<file path="src/logic/ftm_defs.svh">
// Purpose: constants for the fan speed monitor control block
// Assumes: 32-bit axi4-lite register word, 50 MHz aclk
// Notes: offsets are byte addresses
`ifndef FTM_DEFS_SVH
`define FTM_DEFS_SVH
`define FTM_OFF_CTRL 4'h0
`define FTM_OFF_STAT 4'h4
`define FTM_OFF_HIGH 4'h8
`define FTM_OFF_LOW 4'hC
`define FTM_OFF_MASK 4'h0
`define FTM_BIT_LIM_IRQ 0
`define FTM_BIT_ENABLE 1
`define FTM_BIT_FILTER 8
`define FTM_BIT_MODE 10
`define FTM_EDGES_LO 11
`define FTM_BIT_RDY_IRQ 14
`define FTM_BIT_TOG_IRQ 15
`define FTM_CTRL_WMASK 32'h0000DD03
`define FTM_STAT_LIMIT 0
`define FTM_STAT_PIN 1
`define FTM_STAT_TOGGLE 2
`define FTM_STAT_READY 3
`define FTM_HIGH_RESET 16'hFFFF
`define FTM_LOW_RESET 16'h0000
`define FTM_CLK_HZ 50000000
`define FTM_REF_HZ 100000
`define FTM_REF_DIV (`FTM_CLK_HZ / `FTM_REF_HZ)
`define FTM_FILTER_TICKS 2
`define FTM_RESP_OKAY 2'h0
`define FTM_RESP_SLVERR 2'h2
`endif

</file>
<file path="src/logic/ftm_pkg.sv">
// Purpose: types for the fan speed monitor control block
// Assumes: nothing beyond ftm_defs.svh
// Notes: state of the top is one struct
package ftm_pkg;
    typedef enum logic [1:0] {
        FTM_WR_IDLE = 2'h1,
        FTM_WR_RESP = 2'h2
    } ftm_wr_state_t;
    typedef struct packed {
        ftm_wr_state_t wr_state;
        logic awready;
        logic wready;
        logic aw_got;
        logic w_got;
        logic [3:0] aw_addr;
        logic [31:0] w_data;
        logic [3:0] w_strb;
        logic bvalid;
        logic [1:0] bresp;
        logic arready;
        logic rvalid;
        logic [31:0] rdata;
        logic [1:0] rresp;
        logic [15:0] ctrl;
        logic [15:0] latched;
        logic [15:0] counter;
        logic [3:0] edge_cnt;
        logic [15:0] high_lim;
        logic [15:0] low_lim;
        logic [3:0] status;
        logic irq;
        logic pin_oe;
        logic [8:0] ref_div;
        logic tach_prev;
    } ftm_state_t;
endpackage : ftm_pkg

</file>
<file path="src/logic/ftm_glitch_filter.sv">
// Purpose: removes tach pulses narrower than a set number of reference ticks
// Assumes: tick is a one-cycle enable at the reference rate
// Notes: while disabled the input passes straight through
`timescale 1ns/1ns
`default_nettype none
module ftm_glitch_filter #(
    parameter int TICKS = 2
) (
    input wire logic aclk,
    input wire logic aresetn,
    input wire logic run,
    input wire logic tick,
    input wire logic filter_on,
    input wire logic raw_in,
    output logic filt_out
);
    logic stable_q;
    logic [2:0] agree_q;
    always_ff @(posedge aclk) begin
        if (!aresetn) begin
            stable_q <= 1'b0;
            agree_q <= 3'h0;
        end else if (!filter_on) begin
            stable_q <= raw_in;
            agree_q <= 3'h0;
        end else if (run) begin
            // level must hold for TICKS reference edges before it is accepted
            if (raw_in == stable_q) begin
                agree_q <= 3'h0;
            end else if (tick) begin
                if (agree_q >= 3'(TICKS - 1)) begin
                    stable_q <= raw_in;
                    agree_q <= 3'h0;
                end else begin
                    agree_q <= agree_q + 3'h1;
                end
            end
        end
    end
    assign filt_out = filter_on ? stable_q : raw_in;
endmodule : ftm_glitch_filter
`default_nettype wire

</file>
<file path="src/logic/ftm_monitor.sv">
// Purpose: fan speed monitor control, counter and axi4-lite register slave
// Assumes: speed_sense_pin_i synchronous to aclk; one outstanding read and write
// Notes: clock gating is modelled as a run enable on all counting state
//
// The AXI4-Lite slave port was chosen for this implementation.
`timescale 1ns/1ns
`default_nettype none
`include "ftm_defs.svh"
module ftm_monitor #(
    parameter int REF_DIV = `FTM_REF_DIV,
    parameter int FILTER_TICKS = `FTM_FILTER_TICKS
) (
    input wire logic aclk,
    input wire logic aresetn,
    input wire logic [3:0] s_axi_awaddr,
    input wire logic s_axi_awvalid,
    output logic s_axi_awready,
    input wire logic [31:0] s_axi_wdata,
    input wire logic [3:0] s_axi_wstrb,
    input wire logic s_axi_wvalid,
    output logic s_axi_wready,
    output logic [1:0] s_axi_bresp,
    output logic s_axi_bvalid,
    input wire logic s_axi_bready,
    input wire logic [3:0] s_axi_araddr,
    input wire logic s_axi_arvalid,
    output logic s_axi_arready,
    output logic [31:0] s_axi_rdata,
    output logic [1:0] s_axi_rresp,
    output logic s_axi_rvalid,
    input wire logic s_axi_rready,
    input wire logic speed_sense_pin_i,
    output logic speed_sense_pin_oe,
    output logic irq
);
    ftm_pkg::ftm_state_t s_q;
    ftm_pkg::ftm_state_t s_d;
    logic tach_filt;
    logic ref_tick;
    logic run;
    logic [31:0] ctrl_word;
    logic [31:0] wmask;

    assign run = s_q.ctrl[`FTM_BIT_ENABLE];
    assign ref_tick = run && (s_q.ref_div == 9'(REF_DIV - 1));
    assign ctrl_word = {s_q.latched, s_q.ctrl};
    assign wmask = {{8{s_q.w_strb[3]}}, {8{s_q.w_strb[2]}},
                    {8{s_q.w_strb[1]}}, {8{s_q.w_strb[0]}}};

    ftm_glitch_filter #(
        .TICKS(FILTER_TICKS)
    ) u_filter (
        .aclk(aclk),
        .aresetn(aresetn),
        .run(run),
        .tick(ref_tick),
        .filter_on(s_q.ctrl[`FTM_BIT_FILTER]),
        .raw_in(speed_sense_pin_i),
        .filt_out(tach_filt)
    );

    function automatic logic [3:0] edge_target(input logic [1:0] sel);
        logic [3:0] t;
        t = 4'h2;
        case (sel)
            2'h0: t = 4'h2;
            2'h1: t = 4'h3;
            2'h2: t = 4'h5;
            default: t = 4'h9;
        endcase
        return t;
    endfunction : edge_target

    always_comb begin
        logic rise;
        logic toggle;
        logic latch_now;
        logic [15:0] new_read;
        logic [31:0] wr_val;
        logic [3:0] clr;
        rise = 1'b0;
        toggle = 1'b0;
        latch_now = 1'b0;
        new_read = s_q.latched;
        wr_val = 32'h0;
        clr = 4'h0;
        s_d = s_q;

        // counting state only moves while enabled, so it resumes where it left off
        if (run) begin
            rise = tach_filt && !s_q.tach_prev;
            toggle = tach_filt != s_q.tach_prev;
            s_d.tach_prev = tach_filt;
            s_d.ref_div = ref_tick ? 9'h0 : s_q.ref_div + 9'h1;
            if (!s_q.ctrl[`FTM_BIT_MODE]) begin
                if (rise) begin
                    s_d.counter = s_q.counter + 16'h1;
                    new_read = s_q.counter + 16'h1;
                    latch_now = 1'b1;
                end
            end else begin
                if (ref_tick && s_q.counter != 16'hFFFF) begin
                    s_d.counter = s_q.counter + 16'h1;
                end
                if (rise) begin
                    s_d.edge_cnt = s_q.edge_cnt + 4'h1;
                end
                // edges counted on any transition; FFFF marks a stalled fan
                if (toggle) begin
                    if (s_q.edge_cnt + 4'h1 >= edge_target(s_q.ctrl[12:11])) begin
                        latch_now = 1'b1;
                    end
                    s_d.edge_cnt = s_q.edge_cnt + 4'h1;
                end
                if (!latch_now && s_q.counter == 16'hFFFF) begin
                    latch_now = 1'b1;
                end
                if (latch_now) begin
                    new_read = s_q.counter;
                    s_d.counter = 16'h0;
                    s_d.edge_cnt = 4'h0;
                end
            end
        end
        if (latch_now) begin
            s_d.latched = new_read;
        end

        // write channel: address and data taken in either order
        if (s_q.awready && s_axi_awvalid) begin
            s_d.awready = 1'b0;
            s_d.aw_got = 1'b1;
            s_d.aw_addr = s_axi_awaddr;
        end
        if (s_q.wready && s_axi_wvalid) begin
            s_d.wready = 1'b0;
            s_d.w_got = 1'b1;
            s_d.w_data = s_axi_wdata;
            s_d.w_strb = s_axi_wstrb;
        end
        case (s_q.wr_state)
            ftm_pkg::FTM_WR_IDLE: begin
                if (s_q.aw_got && s_q.w_got) begin
                    s_d.aw_got = 1'b0;
                    s_d.w_got = 1'b0;
                    s_d.bvalid = 1'b1;
                    s_d.bresp = `FTM_RESP_OKAY;
                    s_d.wr_state = ftm_pkg::FTM_WR_RESP;
                    wr_val = s_q.w_data & wmask;
                    if (s_q.aw_addr[3:2] == 2'(`FTM_OFF_CTRL >> 2)) begin
                        // bytes whose strobe is low keep their old value
                        s_d.ctrl = (s_q.ctrl & ~(wmask[15:0] & 16'(`FTM_CTRL_WMASK)))
                                 | (s_q.w_data[15:0] & wmask[15:0]
                                    & 16'(`FTM_CTRL_WMASK));
                    end else if (s_q.aw_addr[3:2] == 2'(`FTM_OFF_STAT >> 2)) begin
                        clr = {wr_val[`FTM_STAT_READY], wr_val[`FTM_STAT_TOGGLE],
                               1'b0, wr_val[`FTM_STAT_LIMIT]};
                    end else if (s_q.aw_addr[3:2] == 2'(`FTM_OFF_HIGH >> 2)) begin
                        s_d.high_lim = (s_q.high_lim & ~wmask[15:0]) | wr_val[15:0];
                    end else begin
                        s_d.low_lim = (s_q.low_lim & ~wmask[15:0]) | wr_val[15:0];
                    end
                end
            end
            ftm_pkg::FTM_WR_RESP: begin
                if (s_axi_bready) begin
                    s_d.bvalid = 1'b0;
                    s_d.awready = 1'b1;
                    s_d.wready = 1'b1;
                    s_d.wr_state = ftm_pkg::FTM_WR_IDLE;
                end
            end
            default: begin
                s_d.wr_state = ftm_pkg::FTM_WR_IDLE;
            end
        endcase

        // status: hardware set wins over a same-cycle write-one clear
        s_d.status = s_q.status & ~clr;
        s_d.status[`FTM_STAT_PIN] = speed_sense_pin_i;
        if (toggle) begin
            s_d.status[`FTM_STAT_TOGGLE] = 1'b1;
        end
        if (latch_now && s_q.ctrl[`FTM_BIT_MODE]) begin
            s_d.status[`FTM_STAT_READY] = 1'b1;
        end
        if (latch_now && (new_read > s_q.high_lim || new_read < s_q.low_lim)) begin
            s_d.status[`FTM_STAT_LIMIT] = 1'b1;
        end

        // read channel: one read in flight, unmapped offsets cannot occur in 4 bits
        if (s_q.arready && s_axi_arvalid) begin
            s_d.arready = 1'b0;
            s_d.rvalid = 1'b1;
            s_d.rresp = `FTM_RESP_OKAY;
            if (s_axi_araddr[3:2] == 2'(`FTM_OFF_CTRL >> 2)) begin
                s_d.rdata = ctrl_word;
            end else if (s_axi_araddr[3:2] == 2'(`FTM_OFF_STAT >> 2)) begin
                s_d.rdata = {28'h0, s_q.status};
            end else if (s_axi_araddr[3:2] == 2'(`FTM_OFF_HIGH >> 2)) begin
                s_d.rdata = {16'h0, s_q.high_lim};
            end else begin
                s_d.rdata = {16'h0, s_q.low_lim};
            end
        end else if (s_q.rvalid && s_axi_rready) begin
            s_d.rvalid = 1'b0;
            s_d.arready = 1'b1;
        end

        // interrupt drawn from the registered status, so it trails a status set by one cycle
        s_d.irq = (s_q.status[`FTM_STAT_LIMIT] && s_q.ctrl[`FTM_BIT_LIM_IRQ])
                | (s_q.status[`FTM_STAT_READY] && s_q.ctrl[`FTM_BIT_RDY_IRQ])
                | (s_q.status[`FTM_STAT_TOGGLE] && s_q.ctrl[`FTM_BIT_TOG_IRQ]);
        // the monitor only ever receives on the pin, so it never drives it
        s_d.pin_oe = 1'b0;
    end

    always_ff @(posedge aclk) begin
        if (!aresetn) begin
            s_q <= '0;
            s_q.wr_state <= ftm_pkg::FTM_WR_IDLE;
            s_q.awready <= 1'b1;
            s_q.wready <= 1'b1;
            s_q.arready <= 1'b1;
            s_q.high_lim <= `FTM_HIGH_RESET;
            s_q.low_lim <= `FTM_LOW_RESET;
        end else begin
            s_q <= s_d;
        end
    end

    assign s_axi_awready = s_q.awready;
    assign s_axi_wready = s_q.wready;
    assign s_axi_bvalid = s_q.bvalid;
    assign s_axi_bresp = s_q.bresp;
    assign s_axi_arready = s_q.arready;
    assign s_axi_rvalid = s_q.rvalid;
    assign s_axi_rdata = s_q.rdata;
    assign s_axi_rresp = s_q.rresp;
    assign speed_sense_pin_oe = s_q.pin_oe;
    assign irq = s_q.irq;
endmodule : ftm_monitor
`default_nettype wire

</file>
<file path="config.mk">
export PLATFORM = sky130hd
export DESIGN_NAME = ftm_monitor
export DESIGN_NICKNAME = d
export VERILOG_FILES = /design/src/logic/ftm_pkg.sv /design/src/logic/ftm_glitch_filter.sv /design/src/logic/ftm_monitor.sv
export VERILOG_INCLUDE_DIRS = /design/src /design/src/logic
export SDC_FILE = /design/constraint.sdc
export NUM_CORES = 1
export LEC_CHECK = 0
export ABC_CLOCK_PERIOD_IN_PS = 4500
export BUFFER_PORTS_ARGS = -buffer_cell sky130_fd_sc_hd__buf_2
export CORE_ASPECT_RATIO = 1.75
export CORE_MARGIN = 5
export CORE_UTILIZATION = 59
export DETAILED_ROUTE_END_ITERATION = 8
export GPL_TIMING_DRIVEN = 0
export PLACE_DENSITY = 0.81
export SYNTH_ARGS = -nofsm -noshare
export SYNTH_HDL_FRONTEND = slang
export SYNTH_SLANG_ARGS = --single-unit
</file>
<file path="constraint.sdc">
create_clock -name aclk -period 4.5 [get_ports aclk]
set_input_delay 0.45 -clock aclk [delete_from_list [all_inputs] [get_ports aclk]]
set_output_delay 0.45 -clock aclk [all_outputs]
set_load 0.01 [all_outputs]
</file>
==> reports/metrics.csv, run 1 <==
stage,metric,value,unit
floorplanning,io pins,95,
setup_path,crit-path leading delay family,simple AND/OR/NAND/NOR gates,
setup_path,R2R setup slack,0.08,ns
clock_tree,Sink Count,156,
synthesis,synthesized cell area,7930,um2
sta,setup TNS,0,ns
sta,maximum clock rate,226,MHz
cells_and_area,"commonest cells after routing, fill and taps aside","156 x dfxtp_1, 127 x nand2_1, 110 x nor2_1, 72 x buf_2, 70 x a21oi_1",
setup_path,Max Fanout on Critical Path,10,
synthesis,ys flop type,dfxtp_1,
worst_hold_path,worst hold endpoint,s_axi_wready,
clock_tree,Clock Tree Buf Depth,2,
synthesis,Ys Warns,0,
pwr,Static Leak,3.83,nW
clock_tree,Worst-path clk slew,0.06,ns
sta,unrepaired setup endpoints after global routing,false,
sta,Slew headroom,38.2,%
placement,cell count after placement,1202,
cells_and_area,Final Non-Filler Cells,1234,
placement,dpl hpwl,17.9,mm
setup_path,CP startpoint kind,register,
sta,final max-slew violation count,0,
sta,worst clock skew,0.0119,ns
cells_and_area,# diodes,0,
setup_path,CP bufs+invs,1,
floorplanning,initial core utilization,59.6,%
clock_tree,TritonCTS clock tree,done,
setup_path,slowest cell on the critical path,or3_4,
setup_path,crit-path max cell delay,0.49,ns
drt,TritonRoute pass-1 iters,5,
grt,first-pass GRT wire length,38.0,mm
cells_and_area,Area Overhead vs Synth,15.6,%
sta,Period minus WS final,4.42,ns
setup_path,endpoint type of the worst setup path,register,
synthesis,ys async rst share,0,%
cells_and_area,Final #Nets,1144,
worst_hold_path,hold depth,2,
grt,number of global-route vias before repair,7434,
sta,Final Hold Viols,0,
worst_hold_path,worst min path class,input port to register,
run,Max-Cap Viols,0,
setup_path,critical-path cell list,"mux2_2, ha_1, or3_4, a31oi_2, buf_2, nor2_1, nor3_2, ha_1, nand4_1, nor2_1, a211o_1, a221oi_1, a32oi_1, o21ai_0",
sta,# setup viols final,0,
drt,Routed Antenna Nets,0,
synthesis,Yosys cell types,72,
grt,global route overflow,0,
drt,Iter 0 DRT Violations,577,
sta,Final WS setup,0.0818,ns
synthesis,Synth area leader,dfxtp_1,
drt,DRT Wirelength,24.1,mm
pwr,VDD IR max,0.259,mV
grt,Tot GR Track Use,30.4,%
clock_tree,clock root buffer,clkbuf_16,
setup_path,critical path arrival,4.76,ns
synthesis,top post-synthesis cells by area,"dfxtp_1 39%, ha_1 6.9%, nand2_1 6.0%",
clock_tree,number of H-tree levels,4,
clock_tree,total CTS buffers,17,
pwr,Final Power,0.00303,W
clock_tree,Worst-Skew Late Latency,0.43,ns
status,status,finished clean,
drt,DR WL/cell,19.5,um
drt,Post-route DRC,0,
sta,Worst-Margin Slew,0.923,ns
drt,Via density,6.09,
floorplanning,# rows,56,
grt,antenna violations before repair,0,
cells_and_area,Fillers,1098,
synthesis,post-synth top area share,39.4,%
setup_path,Crit path required time,4.85,ns
floorplanning,core footprint,13300,um2
floorplanning,die height,163,um
setup_path,CP Class,register to register,
cells_and_area,fraction of final layout cells sized beyond drive strength 1,16.0,%
synthesis,Cells after Synth,958,
synthesis,"Seq/Total Area, Yosys",39.4,%
floorplanning,die area,16000,um2
placement,Setup Slack @ Placement,-0.286,ns
synthesis,Synth Area per Inst,8.28,um2
placement,I/O Buffers,66,
synthesis,Seq cells post-synth,156,
sta,Final period util,98.2,%
grt,largest net degree at the start of global routing,17,
cells_and_area,"commonest non-fill, non-tap cell in the layout",dfxtp_1,
placement,RePlAce Congestion,0.958,
clock_tree,Post-CTS Hold Buffers,0,
drt,routed vias,7520,
worst_hold_path,min-delay src,s_axi_wvalid,
pwr,PwrDens,331,nW/um2
setup_path,Worst R2R End,s_q[12],
sta,Worst Hold Slack,0.239,ns
setup_path,R2R cell count,14,
synthesis,number of flops mapped to enable cells by yosys,0,
floorplanning,Die W,97.7,um
## stage by stage
stage	instance area, um2	util [%]
6_report	9170	68.9
4_1_cts	9110	68.5
2_1_floorplan	7950	-
5_1_grt	9170	68.9
3_3_place_gp	8500	63.8
3_5_place_dp	8500	63.8
## layout make-up
| type | instances | area [um2] | area share (%) |
|---|---|---|---|
| buffer | 85 | 482 | 5.25 |
| clock buffer | 19 | 443 | 4.83 |
| clock inverter | 12 | 138 | 1.50 |
| inverter | 47 | 176 | 1.92 |
| multi-input combinational | 672 | 4240 | 46.2 |
| sequential | 156 | 3120 | 34.1 |
| tap | 174 | 218 | 2.37 |
| timing repair buffer | 69 | 353 | 3.85 |
## metal layers
metal | wire [um] | up-vias | GRT usage, %
li1 | - | 3517 | -
met5 | 0 | - | 0
met2 | 12300 | 365 | 54.6
met3 | 1630 | 139 | 5.94
met1 | 7890 | 3499 | 30.1
met4 | 2290 | 0 | 24.7
## cells by family (layout without fill, tap and decap cells)
group / after synthesis / count (layout) / synth area share, %
simple gates: 371 / 371 / 21.8
xor+xnor: 11 / 11 / 1.21
other cells: 1 / 5 / 0.0473
mux: 38 / 38 / 5.13
fa+ha+maj: 44 / 44 / 6.94
buf+inv: 134 / 232 / 8.39
compound gates: 203 / 203 / 17.1
flops: 156 / 156 / 39.4
## how the worst max path moves through the flow
stage	startpoint	to	slack, ns	cells after the start
2_1_floorplan	register	s_q[12]	0.68	15
3_3_place_gp	speed_sense_pin_i	s_q[12]	-0.29	16
3_5_place_dp	speed_sense_pin_i	s_q[12]	-0.29	16
4_1_cts	s_q[52]	s_q[12]	0.05	15
5_1_grt	register	s_q[12]	0.009	15
6_report	register	s_q[12]	0.08	14
## cells in the mapped netlist, types with 18 or more instances
master and count:
mux2i_1 35, o21ai_0 25, clkbuf_1 38, a21oi_1 70, nor2_1 111, dfxtp_1 156, a22oi_1 18, o211ai_1 22
inv_1 46, ha_1 44, nand3_1 27, buf_4 37, nor3_1 28, nand2_1 127
## power breakdown
group          internal (W)  switching (W)  total (W)
logic             0.0000639       0.000121   0.000185
registers           0.00140      0.0000210    0.00143
clock network      0.000834       0.000590    0.00142
total               0.00230       0.000732    0.00303
## worst reg2reg max path: cells and delay by family (launching register included)
kind / cells / cell delay (ns)
buf+inv: 1 / 0.32
fa+ha+maj: 2 / 0.76
simple gates: 5 / 1.24
compound gates: 5 / 1.15
flops: 1 / 0.47
mux: 1 / 0.40
## repair_timing
action,CTS,global route
pin swaps,0,2
setup endpoints to repair,1,1
setup buffers,0,3
gates resized for setup,8,5
No activity file was read; power rests on OpenSTA's default activity.
==> run 2, diff against run 1 <==
--- a/config.mk
+++ b/config.mk
@@ -9,7 +9,7 @@
 export ABC_CLOCK_PERIOD_IN_PS = 4500
 export BUFFER_PORTS_ARGS = -buffer_cell sky130_fd_sc_hd__buf_2
 export CORE_ASPECT_RATIO = 1.75
-export CORE_MARGIN = 5
+export CORE_MARGIN = 3
 export CORE_UTILIZATION = 59
 export DETAILED_ROUTE_END_ITERATION = 8
 export GPL_TIMING_DRIVEN = 0
==> constraint.sdc (replaced) <==
create_clock -name aclk -period 4.5 [get_ports aclk]
set_input_delay 0.45 -clock aclk [delete_from_list [all_inputs] [get_ports aclk]]
set_output_delay 0.45 -clock aclk [all_outputs]
set_load 0.005 [all_outputs]
==> run 2 against run 1 <==
Flip-flop and latch count unchanged. Die area decreased by 6.4%. Hold slack got worse by 0.0045 ns. Total power decreased by 1.1%. Design area increased by 0.33%. Clock power about the same. Critical path depth unchanged. Largest power group unchanged. Maximum frequency increased by 1.2%. Sequential share of layout area decreased by 0.098 points.
==> reports/metrics.csv, run 2 (same netlist as run 1, synthesis figures left out) <==
stage,metric,value,unit
pwr,switching power,0.000711,W
cells_and_area,Final #Nets,1145,
pwr,PwrDens,326,nW/um2
cells_and_area,Fillers,1087,
sta,Worst-Margin Slew,0.968,ns
clock_tree,Worst-Skew Late Latency,0.43,ns
cells_and_area,Final Util,70.4,%
drt,TritonRoute pass-1 iters,5,
setup_path,Crit path required time,4.85,ns
worst_hold_path,hold depth,2,
setup_path,endpoint type of the worst setup path,register,
grt,global route overflow,0,
run,Max-Cap Viols,0,
placement,placed cell areas,8490,um2
drt,DR WL/cell,19.1,um
drt,Iter 0 DRT Violations,426,
sta,worst clock skew,0.00813,ns
drt,routed vias,7474,
clock_tree,Post-CTS Hold Buffers,0,
cells_and_area,# diodes,0,
drt,DRT Wirelength,23.6,mm
sta,Final Hold Viols,0,
grt,largest net degree at the start of global routing,17,
floorplanning,initial core utilization,60.7,%
cells_and_area,"commonest non-fill, non-tap cell in the layout",dfxtp_1,
pwr,Switching Fraction,23.7,%
clock_tree,Worst-path clk slew,0.06,ns
setup_path,CP Class,register to register,
pwr,clock network power share,46.7,%
clock_tree,Clock Tree Buf Depth,2,
cells_and_area,fin area,9200,um2
grt,first-pass GRT wire length,37.7,mm
sta,final max-slew violation count,0,
clock_tree,TritonCTS clock tree,done,
pwr,VDD IR max,0.309,mV
setup_path,Max Fanout on Critical Path,10,
grt,antenna violations before repair,0,
clock_tree,Sink Count,156,
worst_hold_path,worst min path class,input port to register,
clock_tree,total CTS buffers,17,
setup_path,CP startpoint kind,register,
cells_and_area,fraction of final layout cells sized beyond drive strength 1,16.4,%
status,status,finished clean,
clock_tree,number of H-tree levels,4,
setup_path,critical path arrival,4.72,ns
placement,RePlAce Congestion,0.972,
pwr,Static Leak,3.84,nW
sta,Final period util,97.0,%
pwr,Reg power frac,47.5,%
sta,Slew headroom,35.1,%
sta,# setup viols final,0,
clock_tree,clock root buffer,clkbuf_16,
floorplanning,core footprint,13100,um2
drt,Routed Antenna Nets,0,
placement,dpl hpwl,17.8,mm
sta,maximum clock rate,229,MHz
floorplanning,die height,159,um
floorplanning,io pins,95,
pwr,Combinational Power Share,5.9,%
floorplanning,Die W,93.7,um
cells_and_area,Area Overhead vs Synth,16.0,%
drt,Via density,6.06,
placement,I/O Buffers,66,
grt,number of global-route vias before repair,7426,
drt,Post-route DRC,0,
floorplanning,die area,14900,um2
pwr,Int Pwr,0.00229,W
sta,Period minus WS final,4.37,ns
floorplanning,# rows,55,
setup_path,R2R cell count,14,
cells_and_area,"commonest cells after routing, fill and taps aside","155 x dfxtp_1, 127 x nand2_1, 110 x nor2_1, 71 x buf_2, 70 x a21oi_1",
grt,Tot GR Track Use,32.5,%
==> run 2: cell types whose count changed in the layout (fill, tap and decap cells not counted), moves of 2 or more <==
| cell | previous run | this run |
|---|---|---|
| clkbuf_8 | 1 | 4 |
| clkinv_4 | 3 | 0 |
| buf_4 | 40 | 42 |
| clkbuf_1 | 37 | 39 |
| clkinvlp_4 | 2 | 4 |
==> run 2: final timing paths <==
check	end	slack, ns	from
max	s_q[12]	0.13	register
min	s_axi_wready	0.23	s_axi_wvalid
max reg2reg	s_q[12]	0.13	register
min reg2reg	s_axi_rdata[13]	0.45	s_axi_rdata[13]
==> run 2: layout make-up <==
type,count,area (um2),share of cell area (%)
timing repair buffer,70,360,3.92
tap,171,214,2.33
buffer,85,484,5.26
sequential,156,3120,34.0
inverter,47,176,1.92
multi-input combinational,672,4270,46.4
clock inverter,8,82.6,0.897
clock buffer,24,492,5.34
==> run 2: metal layers <==
layer / wire [um] / GRT usage, % / vias to the layer above
met5: 0 / 0 / -
met4: 2290 / 28.7 / 0
met3: 1440 / 6.10 / 115
met2: 11900 / 55.6 / 325
met1: 7960 / 32.7 / 3519
li1: - / - / 3515
==> run 2: critical path, stage by stage (launching register included) <==
cell,delay [ns]
dfxtp_1,0.52
mux2_2,0.39
ha_1,0.41
or3_4,0.49
a31oi_2,0.32
buf_4,0.25
nor2_1,0.10
nor3_2,0.33
ha_1,0.33
nand4_1,0.19
nor2_1,0.08
a211o_1,0.28
a221oi_1,0.30
a32oi_1,0.14
o21ai_0,0.17
==> run 2: power groups by stage <==
stage	registers, W	logic (W)	clock network [W]
floorplan	0.00145	0.000105	0
global placement	0.00145	0.000172	0
detailed placement	0.00145	0.000174	0
CTS	0.00142	0.000174	0.00140
global route	0.00143	0.000193	0.00147
finish	0.00142	0.000176	0.00140
==> run 2: per-stage QoR <==
stage	hold slack, ns	total power [W]	cells	setup TNS (ns)	setup WS, ns
after floorplan	0.430	0.00155	962	0	0.682
after global placement	0.441	0.00163	1199	-0.332	-0.332
after detailed placement	0.446	0.00163	1199	-0.450	-0.450
after CTS	0.236	0.00300	1232	0	0.0284
after global routing	0.247	0.00309	1233	-0.0160	-0.0160
final	0.235	0.00300	1233	0	0.133
==> run 2: repair_timing <==
| action | in CTS | in global routing |
|---|---|---|
| setup endpoints to repair | 1 | 1 |
| setup buffers | 2 | 2 |
| pin swaps | 2 | 1 |
| gates resized for setup | 10 | 10 |
==> run 3, diff against run 2 <==
--- a/config.mk
+++ b/config.mk
@@ -10,10 +10,9 @@
 export BUFFER_PORTS_ARGS = -buffer_cell sky130_fd_sc_hd__buf_2
 export CORE_ASPECT_RATIO = 1.75
 export CORE_MARGIN = 3
-export CORE_UTILIZATION = 59
+export CORE_UTILIZATION = 35
 export DETAILED_ROUTE_END_ITERATION = 8
 export GPL_TIMING_DRIVEN = 0
-export PLACE_DENSITY = 0.81
 export SYNTH_ARGS = -nofsm -noshare
 export SYNTH_HDL_FRONTEND = slang
 export SYNTH_SLANG_ARGS = --single-unit
==> run 3 against run 2 <==
Flip-flop and latch count is the same. Worst setup slack lost 0.031 ns. Sequential power is essentially flat. Register-to-register slack lost 0.03 ns. Maximum frequency shrank 0.71%. Critical path depth is the same. Clock power grew 4%. Sequential share of layout area shrank 0.69 points.
==> reports/metrics.csv, run 3 (same netlist as run 1, synthesis figures left out) <==
stage,metric,value,unit
status,status,finished clean,
sta,Slew headroom,36.6,%
drt,routed vias,7169,
drt,uppermost routed layer,met4,
setup_path,critical path arrival,4.72,ns
setup_path,CP startpoint kind,register,
grt,antenna violations before repair,0,
floorplanning,Die W,120,um
pwr,VDD IR max,0.168,mV
setup_path,crit-path max cell delay,0.63,ns
cells_and_area,Fillers,2382,
cells_and_area,register area,3120,um2
drt,TritonRoute pass-1 iters,5,
floorplanning,# rows,72,
clock_tree,Clock Tree Buf Depth,2,
clock_tree,number of H-tree levels,4,
setup_path,CP Class,register to register,
sta,worst clock skew,0.0109,ns
clock_tree,clock root buffer,clkbuf_16,
grt,number of global-route vias before repair,7008,
clock_tree,Worst-Skew Late Latency,0.43,ns
drt,Iter 0 DRT Violations,395,
sta,maximum clock rate,227,MHz
setup_path,slowest cell on the critical path,o311ai_0,
drt,met2 wire length,13.4,mm
cells_and_area,# diodes,0,
clock_tree,Sink Count,156,
drt,Post-route DRC,0,
grt,first-pass GRT wire length,38.3,mm
cells_and_area,fin area,9390,um2
pwr,PwrDens,326,nW/um2
setup_path,crit-path leading delay family,compound AO/OA/AOI/OAI gates,
cells_and_area,fraction of final layout cells sized beyond drive strength 1,16.6,%
sta,setup TNS,0,ns
drt,Via density,5.27,
placement,RePlAce Congestion,0.917,
drt,DR WL met3,1.00,mm
floorplanning,die area,24600,um2
clock_tree,total CTS buffers,17,
floorplanning,initial core utilization,35.8,%
clock_tree,TritonCTS clock tree,done,
grt,Tot GR Track Use,20.6,%
cells_and_area,"commonest non-fill, non-tap cell in the layout",dfxtp_1,
run,Max-Cap Viols,0,
worst_hold_path,worst min path class,input port to register,
setup_path,Max Fanout on Critical Path,6,
setup_path,Crit path required time,4.82,ns
cells_and_area,Final #Nets,1147,
cells_and_area,Area Overhead vs Synth,18.4,%
placement,placed cell areas,8650,um2
drt,met1 WL,9.03,mm
sta,Worst-Margin Slew,0.946,ns
floorplanning,die height,205,um
placement,I/O Buffers,66,
worst_hold_path,min-delay src,s_axi_wvalid,
floorplanning,core footprint,22200,um2
placement,dpl hpwl,19.4,mm
setup_path,CP bufs+invs,0,
setup_path,endpoint type of the worst setup path,register,
placement,cell count after placement,1324,
sta,Final period util,97.7,%
drt,DRT Wirelength,24.9,mm
grt,global route overflow,0,
cells_and_area,"commonest cells after routing, fill and taps aside","155 x dfxtp_1, 127 x nand2_1, 110 x nor2_1, 71 x buf_2, 70 x a21oi_1",
floorplanning,io pins,95,
clock_tree,Worst-path clk slew,0.06,ns
cells_and_area,Final Non-Filler Cells,1360,
cells_and_area,multi-input combinational cell area,4270,um2
grt,largest net degree at the start of global routing,17,
cells_and_area,Final Util,42.4,%
pwr,Static Leak,3.86,nW
sta,# setup viols final,0,
drt,Routed Antenna Nets,0,
sta,Final Hold Viols,0,
drt,DR WL/cell,18.3,um
sta,Period minus WS final,4.40,ns
setup_path,critical-path cell list,"or2_2, ha_1, nand2b_1, a2111oi_4, nor4_4, o311ai_0, o211a_1, ha_1, a211oi_1, o21bai_1, a21o_1, a221o_1, a32oi_1, o21ai_0",
sta,final max-slew violation count,0,
setup_path,"most used cell, CP",ha_1,
-- run 3: cell count changes in the layout (fill, tap and decap cells not counted) --
| cell | previous run | this run |
|---|---|---|
| buf_4 | 42 | 44 |
| bufinv_16 | 1 | 3 |
| clkbuf_1 | 39 | 38 |
| clkbuf_8 | 4 | 1 |
| clkinv_2 | 1 | 5 |
| clkinv_4 | 0 | 1 |
| clkinvlp_4 | 4 | 3 |
| inv_6 | 2 | 0 |
-- run 3: worst register-to-register path: stages (launching register included) --
cell       delay [ns]
dfxtp_1          0.36
or2_2            0.30
ha_1             0.26
nand2b_1         0.18
a2111oi_4        0.57
nor4_4           0.14
o311ai_0         0.64
o211a_1          0.35
ha_1             0.28
a211oi_1         0.29
o21bai_1         0.13
a21o_1           0.20
a221o_1          0.35
a32oi_1          0.15
o21ai_0          0.10
-- run 3: path summary, 6_finish.rpt --
path                                   endpoint  slack, ns  depth (start not counted)
worst max register to register          s_q[12]       0.10                         14
worst min-delay path               s_axi_wready       0.23                          2
worst min register to register  s_axi_rdata[13]       0.45                          2
worst max-delay path                    s_q[12]       0.10                         14
-- run 3: what timing repair did --
action	in CTS	in global routing
resized for setup	12	8
setup buffers	3	3
hold buffers	0	0
setup endpoints to repair	1	1
pin swaps	2	1
-- run 3: power by group --
group	switching [W]	leakage [nW]	total, W	internal [W]
Clock	0.000581	0.286	0.00146	0.000882
Combinational	0.000114	2.31	0.000178	0.0000638
Sequential	0.0000189	1.26	0.00142	0.00140
-- run 3: layout make-up --
type	count	share of cell area [%]
Multi-Input combinational cell	672	45.4
Sequential cell	156	33.3
Buffer	85	5.16
Clock buffer	20	4.76
Timing Repair Buffer	72	4.00
Tap cell	296	3.94
Inverter	47	1.88
Clock inverter	12	1.56
-- run 3: stage by stage --
stage / hold WS (ns) / setup WS, ns / total power [W]
2_1_floorplan: 0.430 / 0.682 / 0.00155
3_3_place_gp: 0.443 / -0.398 / 0.00163
3_5_place_dp: 0.447 / -0.366 / 0.00163
4_1_cts: 0.219 / 0.0701 / 0.00310
5_1_grt: 0.239 / -0.0167 / 0.00317
6_report: 0.234 / 0.102 / 0.00306
-- run 3: per-layer routing --
metal / up-vias / global-route usage, %
li1: 3517 / -
met1: 3393 / 20.6
met2: 188 / 38.7
met3: 71 / 3.91
met4: 0 / 13.2
met5: - / 0
